===== config.mk =====
export PLATFORM = sky130hd
export DESIGN_NAME = emac_mode_ctrl
export DESIGN_NICKNAME = d
export VERILOG_FILES = /design/src/emac_gpr_file.v /design/src/emac_mode_ctrl.v
export VERILOG_INCLUDE_DIRS = /design/src
export SDC_FILE = /design/constraint.sdc
export NUM_CORES = 1
export LEC_CHECK = 0
export ABC_AREA = 1
export BUFFER_PORTS_ARGS = -buffer_cell sky130_fd_sc_hd__buf_2
export CORE_UTILIZATION = 35
export CTS_CLUSTER_SIZE = 14
export DETAILED_ROUTE_END_ITERATION = 16
export HOLD_SLACK_MARGIN = 0.15
export PLACE_DENSITY = 0.57
export SLEW_MARGIN = 25
export SYNTH_ARGS = -nofsm -noshare
export SYNTH_HDL_FRONTEND = slang
export SYNTH_HIERARCHICAL = 1
export SYNTH_SLANG_ARGS = --single-unit

===== constraint.sdc =====
create_clock -name i_sys_clk -period 10.8 [get_ports i_sys_clk]
set_clock_uncertainty 0.1 [all_clocks]
set_input_delay 0.54 -clock i_sys_clk [delete_from_list [all_inputs] [get_ports i_sys_clk]]
set_output_delay 0.54 -clock i_sys_clk [all_outputs]
set_load 0.02 [all_outputs]

===== src/emac_map.vh =====
// emac_map.vh: constants for the execution mode and address control block
// assumes inclusion by bare name from emac design files; definitions only
`ifndef EMAC_MAP_VH
`define EMAC_MAP_VH
// mode encodings (one-hot)
`define EMAC_MODE_REAL      3'h1
`define EMAC_MODE_PROT      3'h2
`define EMAC_MODE_SMM       3'h4
// offset limits
`define EMAC_LIM16          32'h0000FFFF
`define EMAC_LIM32          32'hFFFFFFFF
// real-mode linear space width (two to the twentieth bytes)
`define EMAC_REAL_AW        5'h14
// segment table size
`define EMAC_MAX_SEGS       14'h3FFF
// general register indices
`define EMAC_R_ACC          3'h0
`define EMAC_R_CNT          3'h1
`define EMAC_R_IOP          3'h2
`define EMAC_R_BASE         3'h3
`define EMAC_R_STK          3'h4
`define EMAC_R_FRM          3'h5
`define EMAC_R_SRC          3'h6
`define EMAC_R_DST          3'h7
// segment register indices (data segment index 3)
`define EMAC_SEG_DATA       3'h3
`define EMAC_NUM_SEGS       3'h6
// reset values
`define EMAC_GPR_RST        32'h00000000
`define EMAC_SEL_RST        16'h0000
`endif


===== src/emac_gpr_file.v =====
// emac_gpr_file.v: eight-entry general register file with registered reads
// assumes one write port and three read ports on the core clock
module emac_gpr_file #(
  parameter DW = 32,
  parameter AW = 3
) (
  input  wire          i_sys_clk,
  input  wire          i_rst,
  input  wire          i_we,
  input  wire [AW-1:0] i_waddr,
  input  wire [DW-1:0] i_wdata,
  input  wire [AW-1:0] i_ra0,
  input  wire [AW-1:0] i_ra1,
  input  wire [AW-1:0] i_ra2,
  output reg  [DW-1:0] o_rd0,
  output reg  [DW-1:0] o_rd1,
  output reg  [DW-1:0] o_rd2
);
  `include "emac_map.vh"
  reg [DW-1:0] mem_q [0:(1<<AW)-1];  // storage words
  integer k;
  // write and registered reads; reset clears every entry
  always @(posedge i_sys_clk or posedge i_rst)
  begin
    if (i_rst)
    begin
      for (k = 0; k < (1<<AW); k = k + 1)
        mem_q[k] <= `EMAC_GPR_RST;
      o_rd0 <= `EMAC_GPR_RST;
      o_rd1 <= `EMAC_GPR_RST;
      o_rd2 <= `EMAC_GPR_RST;
    end
    else
    begin
      if (i_we)
        mem_q[i_waddr] <= i_wdata;
      o_rd0 <= mem_q[i_ra0];
      o_rd1 <= mem_q[i_ra1];
      o_rd2 <= mem_q[i_ra2];
    end
  end
endmodule // emac_gpr_file


===== src/emac_mode_ctrl.v =====
// emac_mode_ctrl.v: operating mode, address/operand size, address forming
// assumes a core that presents one instruction per boundary strobe
// Function
// - reset enters real-address mode
// - management irq pin or controller enters management mode
// - save context, switch to management memory
// - return restores exact pre-interrupt state; code restores only mode, default size and selectors, not general registers
// - byte addresses span zero to 4G-1
// - segmented model: selector plus offset to linear
// - real model: 64K segments, 2^20 space
// - real mode supports only real model
// - management memory uses real-like addressing
// - 32-bit size allows full 32-bit offsets in protected mode
// - 16-bit size limits offsets to FFFFH
// - logical address: 16-bit selector plus offset
// - prefixes override sizes for one instruction
// - protected default sizes from code descriptor
// - real mode 16-bit, override keeps FFFFH limit
// - eight 32-bit general registers
// - string ops use count, source, destination
// - base pointer offsets within data segment
// - at most six segment selectors held
// - virtual-8086 is a per-task attribute
// - each task may use its own model
// - accumulator holds implicit operands and results
module emac_mode_ctrl #(
  parameter DW = 32
) (
  input  wire          i_sys_clk,
  input  wire          i_rst,
  input  wire          i_sys_mgmt_irq_pin_n, // external pin, active low
  input  wire          i_local_irq_controller_smi, // pulse from controller
  input  wire          i_insn_boundary,      // one instruction retires
  input  wire          i_go_protected,       // request protected mode
  input  wire          i_smm_return,         // management handler returns
  input  wire          i_cs_default32,       // code descriptor default size
  input  wire          i_task_v86,           // current task v86 attribute
  input  wire          i_task_flat,          // current task flat model
  input  wire          i_pfx_addr,           // address-size prefix
  input  wire          i_pfx_opnd,           // operand-size prefix
  input  wire [2:0]    i_seg_sel,            // segment register index
  input  wire [15:0]   i_seg_wdata,          // selector to load
  input  wire          i_seg_we,             // load selector
  input  wire [31:0]   i_seg_base,           // base of selected segment
  input  wire [DW-1:0] i_offset,             // effective offset
  input  wire          i_use_base_ptr,       // offset from base pointer reg
  input  wire          i_gpr_we,             // write general register
  input  wire [2:0]    i_gpr_waddr,
  input  wire [DW-1:0] i_gpr_wdata,
  input  wire [2:0]    i_gpr_raddr,
  output reg  [2:0]    o_mode,               // one-hot operating mode
  output reg           o_addr32,             // effective address size 32
  output reg           o_opnd32,             // effective operand size 32
  output reg           o_sys_mgmt_memory_sel,// accesses go to mgmt memory
  output reg  [31:0]   o_linear_addr,        // formed linear address
  output reg  [47:0]   o_logical_addr,       // selector:offset
  output reg           o_limit_fault,        // offset beyond limit
  output reg           o_ctx_saved,          // context snapshot valid
  output wire [DW-1:0] o_gpr_rdata,
  output wire [DW-1:0] o_count_reg,
  output wire [DW-1:0] o_source_index_reg,
  output wire [DW-1:0] o_dest_index_reg
);
  `include "emac_map.vh"

  localparam [2:0] ST_REAL = `EMAC_MODE_REAL;
  localparam [2:0] ST_PROT = `EMAC_MODE_PROT;
  localparam [2:0] ST_SMM  = `EMAC_MODE_SMM;

  // offset limit for a given size and mode
  function [31:0] lim_of;
    input        a32;
    input [2:0]  md;
    begin
      if (md != ST_PROT)
        lim_of = `EMAC_LIM16;
      else if (a32)
        lim_of = `EMAC_LIM32;
      else
        lim_of = `EMAC_LIM16;
    end
  endfunction

  // pin synchroniser; the first stage is read only by the second
  reg pin_s1_q;
  reg pin_s2_q;
  reg pin_prev_q;                        // for falling edge detect
  reg smi_pend_q;                        // latched management request
  always @(posedge i_sys_clk or posedge i_rst)
  begin
    if (i_rst)
    begin
      pin_s1_q   <= 1'b1;
      pin_s2_q   <= 1'b1;
      pin_prev_q <= 1'b1;
    end
    else
    begin
      pin_s1_q   <= i_sys_mgmt_irq_pin_n;
      pin_s2_q   <= pin_s1_q;
      pin_prev_q <= pin_s2_q;
    end
  end
  wire smi_evt = (~pin_s2_q & pin_prev_q) | i_local_irq_controller_smi;

  // saved context: mode, default size, selectors
  reg  [2:0]  mode_q;
  reg         def32_q;
  reg  [2:0]  sv_mode_q;
  reg         ctx_q;                     // snapshot held; shown a cycle later
  reg         sv_def32_q;
  reg  [15:0] sel_q [0:5];               // six selectors only
  reg  [15:0] sv_sel_q [0:5];
  wire take_smi = i_insn_boundary & smi_pend_q & (mode_q != ST_SMM);

  // pending request: a new event wins over the clear when taken
  always @(posedge i_sys_clk or posedge i_rst)
  begin
    if (i_rst)
      smi_pend_q <= 1'b0;
    else if (smi_evt)
      smi_pend_q <= 1'b1;
    else if (take_smi)
      smi_pend_q <= 1'b0;
  end

  // mode machine; every change waits for an instruction boundary
  always @(posedge i_sys_clk or posedge i_rst)
  begin
    if (i_rst)
    begin
      mode_q     <= ST_REAL;
      def32_q    <= 1'b0;
      sv_mode_q  <= ST_REAL;
      sv_def32_q <= 1'b0;
      ctx_q      <= 1'b0;
    end
    else if (i_insn_boundary)
    begin
      case (mode_q)
        ST_REAL, ST_PROT:
        begin
          if (take_smi)
          begin
            sv_mode_q   <= mode_q;
            sv_def32_q  <= def32_q;
            ctx_q       <= 1'b1;
            mode_q      <= ST_SMM;
            def32_q     <= 1'b0;
          end
          else if (mode_q == ST_REAL && i_go_protected)
          begin
            mode_q  <= ST_PROT;
            def32_q <= i_cs_default32;
          end
          else if (mode_q == ST_PROT)
            def32_q <= i_cs_default32;
        end
        ST_SMM:
        begin
          if (i_smm_return)
          begin
            mode_q      <= sv_mode_q;
            def32_q     <= sv_def32_q;
            ctx_q       <= 1'b0;
          end
        end
        default:
          mode_q <= ST_REAL;
      endcase
    end
  end

  // selectors: loaded on request, snapshot on entry, restored on return
  genvar g;
  generate
    for (g = 0; g < 6; g = g + 1)
    begin : g_seg
      always @(posedge i_sys_clk or posedge i_rst)
      begin
        if (i_rst)
        begin
          sel_q[g]    <= `EMAC_SEL_RST;
          sv_sel_q[g] <= `EMAC_SEL_RST;
        end
        else if (i_insn_boundary && take_smi)
          sv_sel_q[g] <= sel_q[g];
        else if (i_insn_boundary && mode_q == ST_SMM && i_smm_return)
          sel_q[g] <= sv_sel_q[g];
        else if (i_seg_we && i_seg_sel == g)
          sel_q[g] <= i_seg_wdata;
      end
    end
  endgenerate

  // effective sizes: prefix flips default for this instruction only
  reg        a32_d;
  reg        o32_d;
  reg [2:0]  seg_idx;
  reg [31:0] lim_d;
  reg [31:0] off_d;
  reg [31:0] lin_d;
  always @*
  begin
    a32_d = def32_q ^ i_pfx_addr;
    o32_d = def32_q ^ i_pfx_opnd;
    seg_idx = i_use_base_ptr ? `EMAC_SEG_DATA : i_seg_sel;
    if (seg_idx > 3'h5)
      seg_idx = `EMAC_SEG_DATA;          // only six exist
    lim_d = lim_of(a32_d, mode_q);
    off_d = a32_d ? i_offset : {16'h0000, i_offset[15:0]};
    if (mode_q == ST_PROT && !i_task_v86)
      lin_d = i_task_flat ? off_d : i_seg_base + off_d;
    else
      // real, v86 and management: selector shifted by four
      lin_d = {12'h000, ({4'h0, sel_q[seg_idx]} << 4) + {4'h0, off_d[15:0]}};
  end

  // registered address outputs
  always @(posedge i_sys_clk or posedge i_rst)
  begin
    if (i_rst)
    begin
      o_mode <= ST_REAL;
      o_addr32 <= 1'b0;
      o_opnd32 <= 1'b0;
      o_sys_mgmt_memory_sel <= 1'b0;
      o_linear_addr <= 32'h00000000;
      o_logical_addr <= 48'h000000000000;
      o_limit_fault <= 1'b0;
      o_ctx_saved <= 1'b0;
    end
    else
    begin
      o_mode <= mode_q;
      o_addr32 <= a32_d;
      o_opnd32 <= o32_d;
      o_sys_mgmt_memory_sel <= (mode_q == ST_SMM);
      // registered alongside the mode so both flags move on one edge
      o_ctx_saved <= ctx_q;
      o_linear_addr <= lin_d;
      o_logical_addr <= {sel_q[seg_idx], off_d};
      o_limit_fault <= (i_offset > lim_d);
    end
  end

  // general registers; fixed roles read out for string use: count and source
  wire [DW-1:0] rd_cnt;
  wire [DW-1:0] rd_src;
  emac_gpr_file #(.DW(DW), .AW(3)) u_gpr (
    .i_sys_clk (i_sys_clk),
    .i_rst     (i_rst),
    .i_we      (i_gpr_we),
    .i_waddr   (i_gpr_waddr),
    .i_wdata   (i_gpr_wdata),
    .i_ra0     (i_gpr_raddr),
    .i_ra1     (`EMAC_R_CNT),
    .i_ra2     (`EMAC_R_SRC),
    .o_rd0     (o_gpr_rdata),
    .o_rd1     (rd_cnt),
    .o_rd2     (rd_src)
  );
  // destination index kept as a shadow copy to avoid a fourth read port
  reg [DW-1:0] dst_q;
  always @(posedge i_sys_clk or posedge i_rst)
  begin
    if (i_rst)
      dst_q <= `EMAC_GPR_RST;
    else if (i_gpr_we && i_gpr_waddr == `EMAC_R_DST)
      dst_q <= i_gpr_wdata;
  end
  assign o_count_reg        = rd_cnt;
  assign o_source_index_reg = rd_src;
  assign o_dest_index_reg   = dst_q;
endmodule // emac_mode_ctrl


==> flow_summary_export.csv, run 1 <==
group,metric,value,unit
floorplanning,die_y,322,µm
critical_path,crit_path_start_kind,"input pin",
final_layout,regMostFlops,"u_gpr/mem_q",
timing,slew_headroom,29.8,%
critical_path,crit_required,11.24,ns
logic_synthesis,synth_top_area_share,46.8,%
pwr,leakagePower,22.3,nW
timing,rsz0062_at_grt,"no",
floorplanning,initial_core_util,35.3,%
timing,max_freq,217,MHz
cts,cts.path.max_buffers,3,
logic_synthesis,syn_area,0.0359,mm²
critical_path,crit_chain,"buf_2 -> nor2_2 -> nand2_2 -> inv_1 -> o21ai_0 -> o21ai_0 -> a21oi_1 -> ha_1 -> nand2_1 -> o21ai_0 -> nand3_1 -> nand3_1 -> nand3_1 -> nand2_1 -> nand3_1 -> nand3_1 -> nand2_1",
cts,clock_sinks,677,
route,first_iter_violations,3221,
critical_path,path_common_cell,"nand3_1",
floorplanning,die_area,0.104,mm²
logic_synthesis,yosys_warnings,6,
logic_synthesis,synth.avg_cell_area,7.24,µm²
pwr,swShare,36.1,%
global_route,grt_pass1_wl,191000,µm
run_status,status,"finished, final reports clean",
timing,setup_tns,0,ns
pwr,p_per_area,217,mW/mm²
critical_path,critPathKind,"input pin to flip-flop",
pwr,pwr-share-clk,31.6,%
pwr,comb_power_share,27.9,%
route,vias,33700,
cts,post_cts_buffers,0,
final_layout,fin_cells,6655,
route,vias_per_cell,5.06,
timing,fin_crit,4.62,ns
route,ant_nets,0,
cts,htreeDepth,3,
run,cap_viol_max_count,0,
min_path,worstHoldPathCells,4,
final_layout,final_common_cell,"nand2_1",
min_path,hp-class,"input pin to flip-flop",
global_route,gr-total-overflow,0,
critical_path,cpMaxStageDelayCell,"inv_1",
timing,setup_viol_count_final,0,
final_layout,largest_reg_flops,256,
pwr,seqPwrFrac,40.5,%
global_route,grt_max_degree,129,
floorplanning,core,0.102,mm²
cts,path_clk_slew,0.06,ns
critical_path,max_stage_delay,0.91,ns
critical_path,rr_worst_depth,15,
route,routed_wl,126000,µm
placement,gp_congestion,0.898,
floorplanning,rows,117,
critical_path,crit_path_end_kind,"flip-flop",
logic_synthesis,yosys.area.top_type,"dfrtp_1",
final_layout,final_util,41.2,%
global_route,grt_pass1_vias,32000,
timing,min_period_over_period,42.8,%
logic_synthesis,synth_seq_area_share,47.3,%
route,drc,0,
floorplanning,num_io_pins,352,
pwr,p_int,5.83,mW
timing,finalMaxSlewViolations,0,
final_layout,drive_gt1_share,11.2,%
logic_synthesis,synth.area.top_cells,"dfrtp_1 47%, nand2_1 21%, nand3_1 6.3%",
logic_synthesis,synthCells,4954,
critical_path,worst-path-max-fanout,51,
timing,worstMarginPinSlew,1.05,ns
final_layout,reg_top3,"u_gpr/mem_q x256, sel_q x96, sv_sel_q x96",
route,wire_per_inst,18.9,µm
cts,clkLatencyLatePin,0.66,ns
route,dr.pass1.iters,6,
placement,port_buffers,351,
pwr,power_switching,3.29,mW
critical_path,arrival,5.05,ns
cts,cts_root_buf,"clkbuf_16",
global_route,grt_usage,23.9,%
placement,pre_cts_ws,5.58,ns
cts,cts_tree,"built",
logic_synthesis,ys_types,48,
timing,timing.final.ws_setup,6.18,ns
pwr,peakVddDrop,0.000142,V
placement,numPlacedInstances,6440,
final_layout,final_cell_mix,"2034 x nand2_1, 671 x dfrtp_1, 474 x inv_1",
final_layout,syn_to_final_growth,17.0,%
final_layout,num-nets-final,5422,
floorplanning,die-width,322,µm
cts,ctsResizeCount,0,
timing,hold_viol_final,0,
logic_synthesis,synth-seq-cells,677,
placement,dp_hpwl,75200,µm
global_route,antenna_found_initial,6,
cts,cts_buffers,80,
through the flow:
stage               hold slack, ns  area [µm²]  power (mW)
floorplan                    0.245       35900        5.38
global placement             0.246       38400        6.13
detailed placement           0.248       38400        6.17
CTS                          0.194       41900        9.12
global route                 0.239       41900        9.69
finish                       0.210       41900        9.11
cells by family (layout without fill, tap and decap cells):
| group | Yosys count | after routing | share of synthesized area (%) |
|---|---|---|---|
| XOR/XNOR | 18 | 18 | 0.440 |
| other | 2 | 14 | 0.0209 |
| AND/OR/NAND/NOR | 2725 | 2725 | 30.5 |
| buffers and inverters | 761 | 1082 | 8.49 |
| flip-flops | 677 | 677 | 47.3 |
| adder cells (fa/ha/maj) | 62 | 62 | 2.20 |
| AO/OA/AOI/OAI | 675 | 675 | 10.0 |
| multiplexers | 34 | 34 | 1.07 |
metal layers:
| layer | up-vias | wire length, µm | track usage (%) |
|---|---|---|---|
| met5 | - | 9 | 0 |
| met4 | 2 | 4380 | 9.24 |
| met3 | 256 | 9310 | 3.59 |
| met2 | 1348 | 56500 | 37.1 |
| met1 | 15900 | 55300 | 33.3 |
| li1 | 16200 | - | - |
worst max-delay path, delay by kind of cell:
family,cells,cell delay [ns]
AOI/OAI and AO/OA,4,0.89
buffers and inverters,2,1.04
adders and majority gates,1,0.36
and+or+nand+nor,10,2.21
cells in the mapped netlist, drive strengths merged:
cell / instances
nand2: 2041
dfrtp: 671
inv: 489
nand3: 451
o21ai: 434
nor2: 198
buf: 168
a21oi: 118
clkbuf: 103
a31oi: 97
ha: 60
mux2: 34
xor2: 17
nor3: 16
nand4: 12
o21bai: 7
dfstp: 6
o21a: 6
o22ai: 6
conb: 2
fa: 2
nand3b: 2
nor4: 2
o211ai: 2
or2: 2
a21boi: 1
a21o: 1
a22oi: 1
clkinv: 1
nor3b: 1
o221ai: 1
o32ai: 1
xnor2: 1
final timing paths:
path / slack, ns / end / from
worst max register to register: 7.09 / o_linear_addr[25]$_DFF_PP0_ / def32_q$_DFFE_PP0P_
min in group asynchronous: 0.48 / u_gpr/o_rd0[8]$_DFF_PP0_ / i_rst
max in group asynchronous: 7.75 / u_gpr/mem_q[147]$_DFFE_PP0P_ / i_rst
worst min-delay path: 0.21 / def32_q$_DFFE_PP0P_ / i_cs_default32
worst min register to register: 0.26 / pin_s2_q$_DFF_PP1_ / pin_s1_q$_DFF_PP1_
worst max-delay path: 6.18 / o_linear_addr[19]$_DFF_PP0_ / i_seg_sel[0]
area by class of cell:
cell class | instances | area, µm²
Multi-Input combinational cell | 3526 | 16000
Timing Repair Buffer | 449 | 2670
Inverter | 490 | 1860
Clock inverter | 38 | 554
Clock buffer | 105 | 2250
Sequential cell | 677 | 16900
Tap cell | 1368 | 1710
Antenna cell | 2 | 5.00
Fill cell | 10500 | 59800
power by group through the flow:
stage	Combinational [mW]	Clock (mW)	Sequential [mW]
2_1_floorplan	1.57	0	3.81
3_3_place_gp	2.42	0	3.71
3_5_place_dp	2.45	0	3.72
4_1_cts	2.48	2.95	3.69
5_1_grt	2.88	3.05	3.76
6_report	2.54	2.88	3.69
repair_timing:
item                                   CTS  global route
setup endpoints to repair                0             0
hold buffers                            70             0
endpoints found under the hold margin  289             0
Power figures use the tool's default switching activity.
==> inputs of run 2 (changes only) <==
- PLACE_DENSITY: 0.57 -> 0.55
- clock period: 10.8 -> 4.5 ns (I/O delays scaled with it)
==> run 2 against run 1 <==
Compared with the run above: routed wire length is 2.1% higher; highest routed layer unchanged; hold slack worse by 0.0025 ns; critical path type is now flip-flop to flip-flop; final area rose by 2.1%.
==> flow_summary_export.csv, run 2 (synthesis results as in run 1) <==
group,metric,value,unit
cts,cts_root_buf,"clkbuf_16",
critical_path,r2r_slack,0.44,ns
floorplanning,core,0.102,mm²
critical_path,endpoint,"o_linear_addr[28]$_DFF_PP0_",
route,vias,34100,
floorplanning,num_io_pins,352,
critical_path,crit_path_start_kind,"flip-flop",
timing,max_freq,246,MHz
final_layout,reg_top3,"u_gpr/mem_q x256, sel_q x96, sv_sel_q x96",
pwr,p_per_area,508,mW/mm²
cts,path_clk_slew,0.07,ns
timing,worstMarginPinSlew,1.07,ns
final_layout,n_antenna_cell,0,
route,wire_per_inst,19.0,µm
cts,ctsResizeCount,0,
run,cap_viol_max_count,0,
floorplanning,rows,117,
run_status,status,"finished, final reports clean",
final_layout,drive_gt1_share,11.4,%
critical_path,crit_chain,"or2_2 -> nand2_1 -> clkinv_1 -> nand2_1 -> inv_1 -> ha_1 -> a21oi_1 -> o21ai_0 -> a21oi_1 -> nor2_1 -> nor2_1 -> nand3_1 -> dlygate4sd3_1 -> nand3_1 -> nand2_1 -> inv_1",
cts,htreeDepth,3,
global_route,grt_usage,24.3,%
timing,setup_tns,0,ns
critical_path,cpMaxStageDelayCell,"dlygate4sd3_1",
critical_path,critPathKind,"flip-flop to flip-flop",
route,routed_wl,128000,µm
critical_path,crit_path_end_kind,"flip-flop",
timing,timing.final.ws_setup,0.439,ns
global_route,antenna_found_initial,3,
floorplanning,die_y,322,µm
timing,min_period_over_period,90.2,%
final_layout,largest_reg_flops,256,
timing,setup_viol_count_final,0,
critical_path,crit_required,4.99,ns
global_route,gr-total-overflow,0,
timing,hold_viol_final,0,
timing,fin_crit,4.06,ns
route,drc,0,
min_path,hp-class,"input pin to flip-flop",
final_layout,regMostFlops,"u_gpr/mem_q",
final_layout,final_common_cell,"nand2_1",
timing,rsz0062_at_grt,"no",
floorplanning,die-width,322,µm
cts,cts_buffers,82,
floorplanning,die_area,0.104,mm²
placement,pre_cts_ws,1.01,ns
placement,port_buffers,351,
final_layout,final_cell_mix,"2034 x nand2_1, 671 x dfrtp_1, 473 x inv_1",
final_layout,num-nets-final,5518,
route,first_iter_violations,3436,
critical_path,path_common_cell,"nand2_1",
final_layout,final_util,42.1,%
pwr,peakVddDrop,0.000266,V
cts,clkLatencyLatePin,0.66,ns
critical_path,r2r-end,"o_linear_addr[28]$_DFF_PP0_",
critical_path,worstSetupStartpoint,"def32_q$_DFFE_PP0P_",
route,vias_per_cell,5.05,
global_route,grt_pass1_vias,32000,
placement,dp_hpwl,76800,µm
floorplanning,initial_core_util,35.3,%
min_path,worstHoldPathCells,3,
timing,slew_headroom,28.3,%
final_layout,syn_to_final_growth,19.4,%
final_layout,final_area,0.0428,mm²
critical_path,worst-path-max-fanout,14,
critical_path,max_stage_delay,0.56,ns
cts,cts_tree,"built",
critical_path,worstReg2RegStart,"def32_q$_DFFE_PP0P_",
cts,cts.path.max_buffers,3,
critical_path,rr_worst_depth,16,
final_layout,n_fill_cell,10400,
route,dr.pass1.iters,8,
global_route,grt_pass1_wl,194000,µm
cts,clock_sinks,677,
critical_path,arrival,4.55,ns
placement,gp_congestion,0.915,
timing,finalMaxSlewViolations,0,
placement,placed_cell_area,0.0387,mm²
route,ant_nets,0,
global_route,grt_max_degree,129,
pwr,leakagePower,22.6,nW
-- run 2: cell count changes in the layout (fill, tap and decap cells not counted), moves of 3 or more --
cell	before	now
clkbuf_16	80	83
buf_4	29	43
clkinv_4	2	5
buf_12	0	6
dlygate4sd3_1	70	144
clkinvlp_4	3	9
bufinv_16	10	4
-- run 2: area by class of cell --
| class | instances | area [µm²] | area share (%) |
|---|---|---|---|
| sequential | 677 | 16900 | 39.6 |
| multi-input combinational | 3526 | 15900 | 37.2 |
| timing repair buffer | 543 | 3640 | 8.49 |
| clock buffer | 111 | 2340 | 5.47 |
| inverter | 490 | 1850 | 4.33 |
| tap | 1368 | 1710 | 4.00 |
| clock inverter | 37 | 384 | 0.897 |
-- run 2: timing repair --
item / in CTS / in global routing
hold buffers: 144 / 0
setup buffers: 0 / 0
endpoints found under the hold margin: 877 / 0
-- run 2: layer usage --
layer | routed length, µm | GRT usage, %
met2 | 57300 | 37.4
met5 | 13 | 0
met1 | 57700 | 34.3
met3 | 8760 | 3.65
met4 | 4400 | 9.04
-- run 2: worst min path at each step --
stage / slack, ns / to / start
6_report: 0.21 / o_opnd32$_DFF_PP0_ / i_pfx_opnd
5_1_grt: 0.19 / o_opnd32$_DFF_PP0_ / i_pfx_opnd
4_1_cts: 0.15 / o_logical_addr[25]$_DFF_PP0_ / i_pfx_addr
2_1_floorplan: 0.13 / pin_s1_q$_DFF_PP1_ / i_sys_mgmt_irq_pin_n
3_3_place_gp: 0.16 / u_gpr/mem_q[32]$_DFFE_PP0P_ / i_rst
3_5_place_dp: 0.16 / u_gpr/mem_q[32]$_DFFE_PP0P_ / i_rst
-- run 2: worst max-delay path, delay by kind of cell (launching register included) --
family	cells	cell delay, ns
DFF	1	0.43
and+or+nand+nor	8	1.34
AOI/OAI and AO/OA	3	0.66
buffers and inverters	4	1.14
adders and majority gates	1	0.34
-- run 2: through the flow --
stage / cells / power (mW) / hold WS (ns)
finish: 6752 / 21.8 / 0.207
global route: 6752 / 23.2 / 0.191
CTS: 6752 / 21.8 / 0.151
detailed placement: 6460 / 14.8 / 0.161
global placement: 6459 / 14.7 / 0.157
floorplan: 4964 / 12.9 / 0.129
-- run 2: where the power goes --
| part | leakage, nW | switching (mW) | internal, mW |
|---|---|---|---|
| clock network | 1.33 | 2.79 | 3.91 |
| registers | 8.23 | 0.960 | 7.85 |
| logic | 13.1 | 4.12 | 2.13 |
| total | 22.6 | 7.88 | 13.9 |
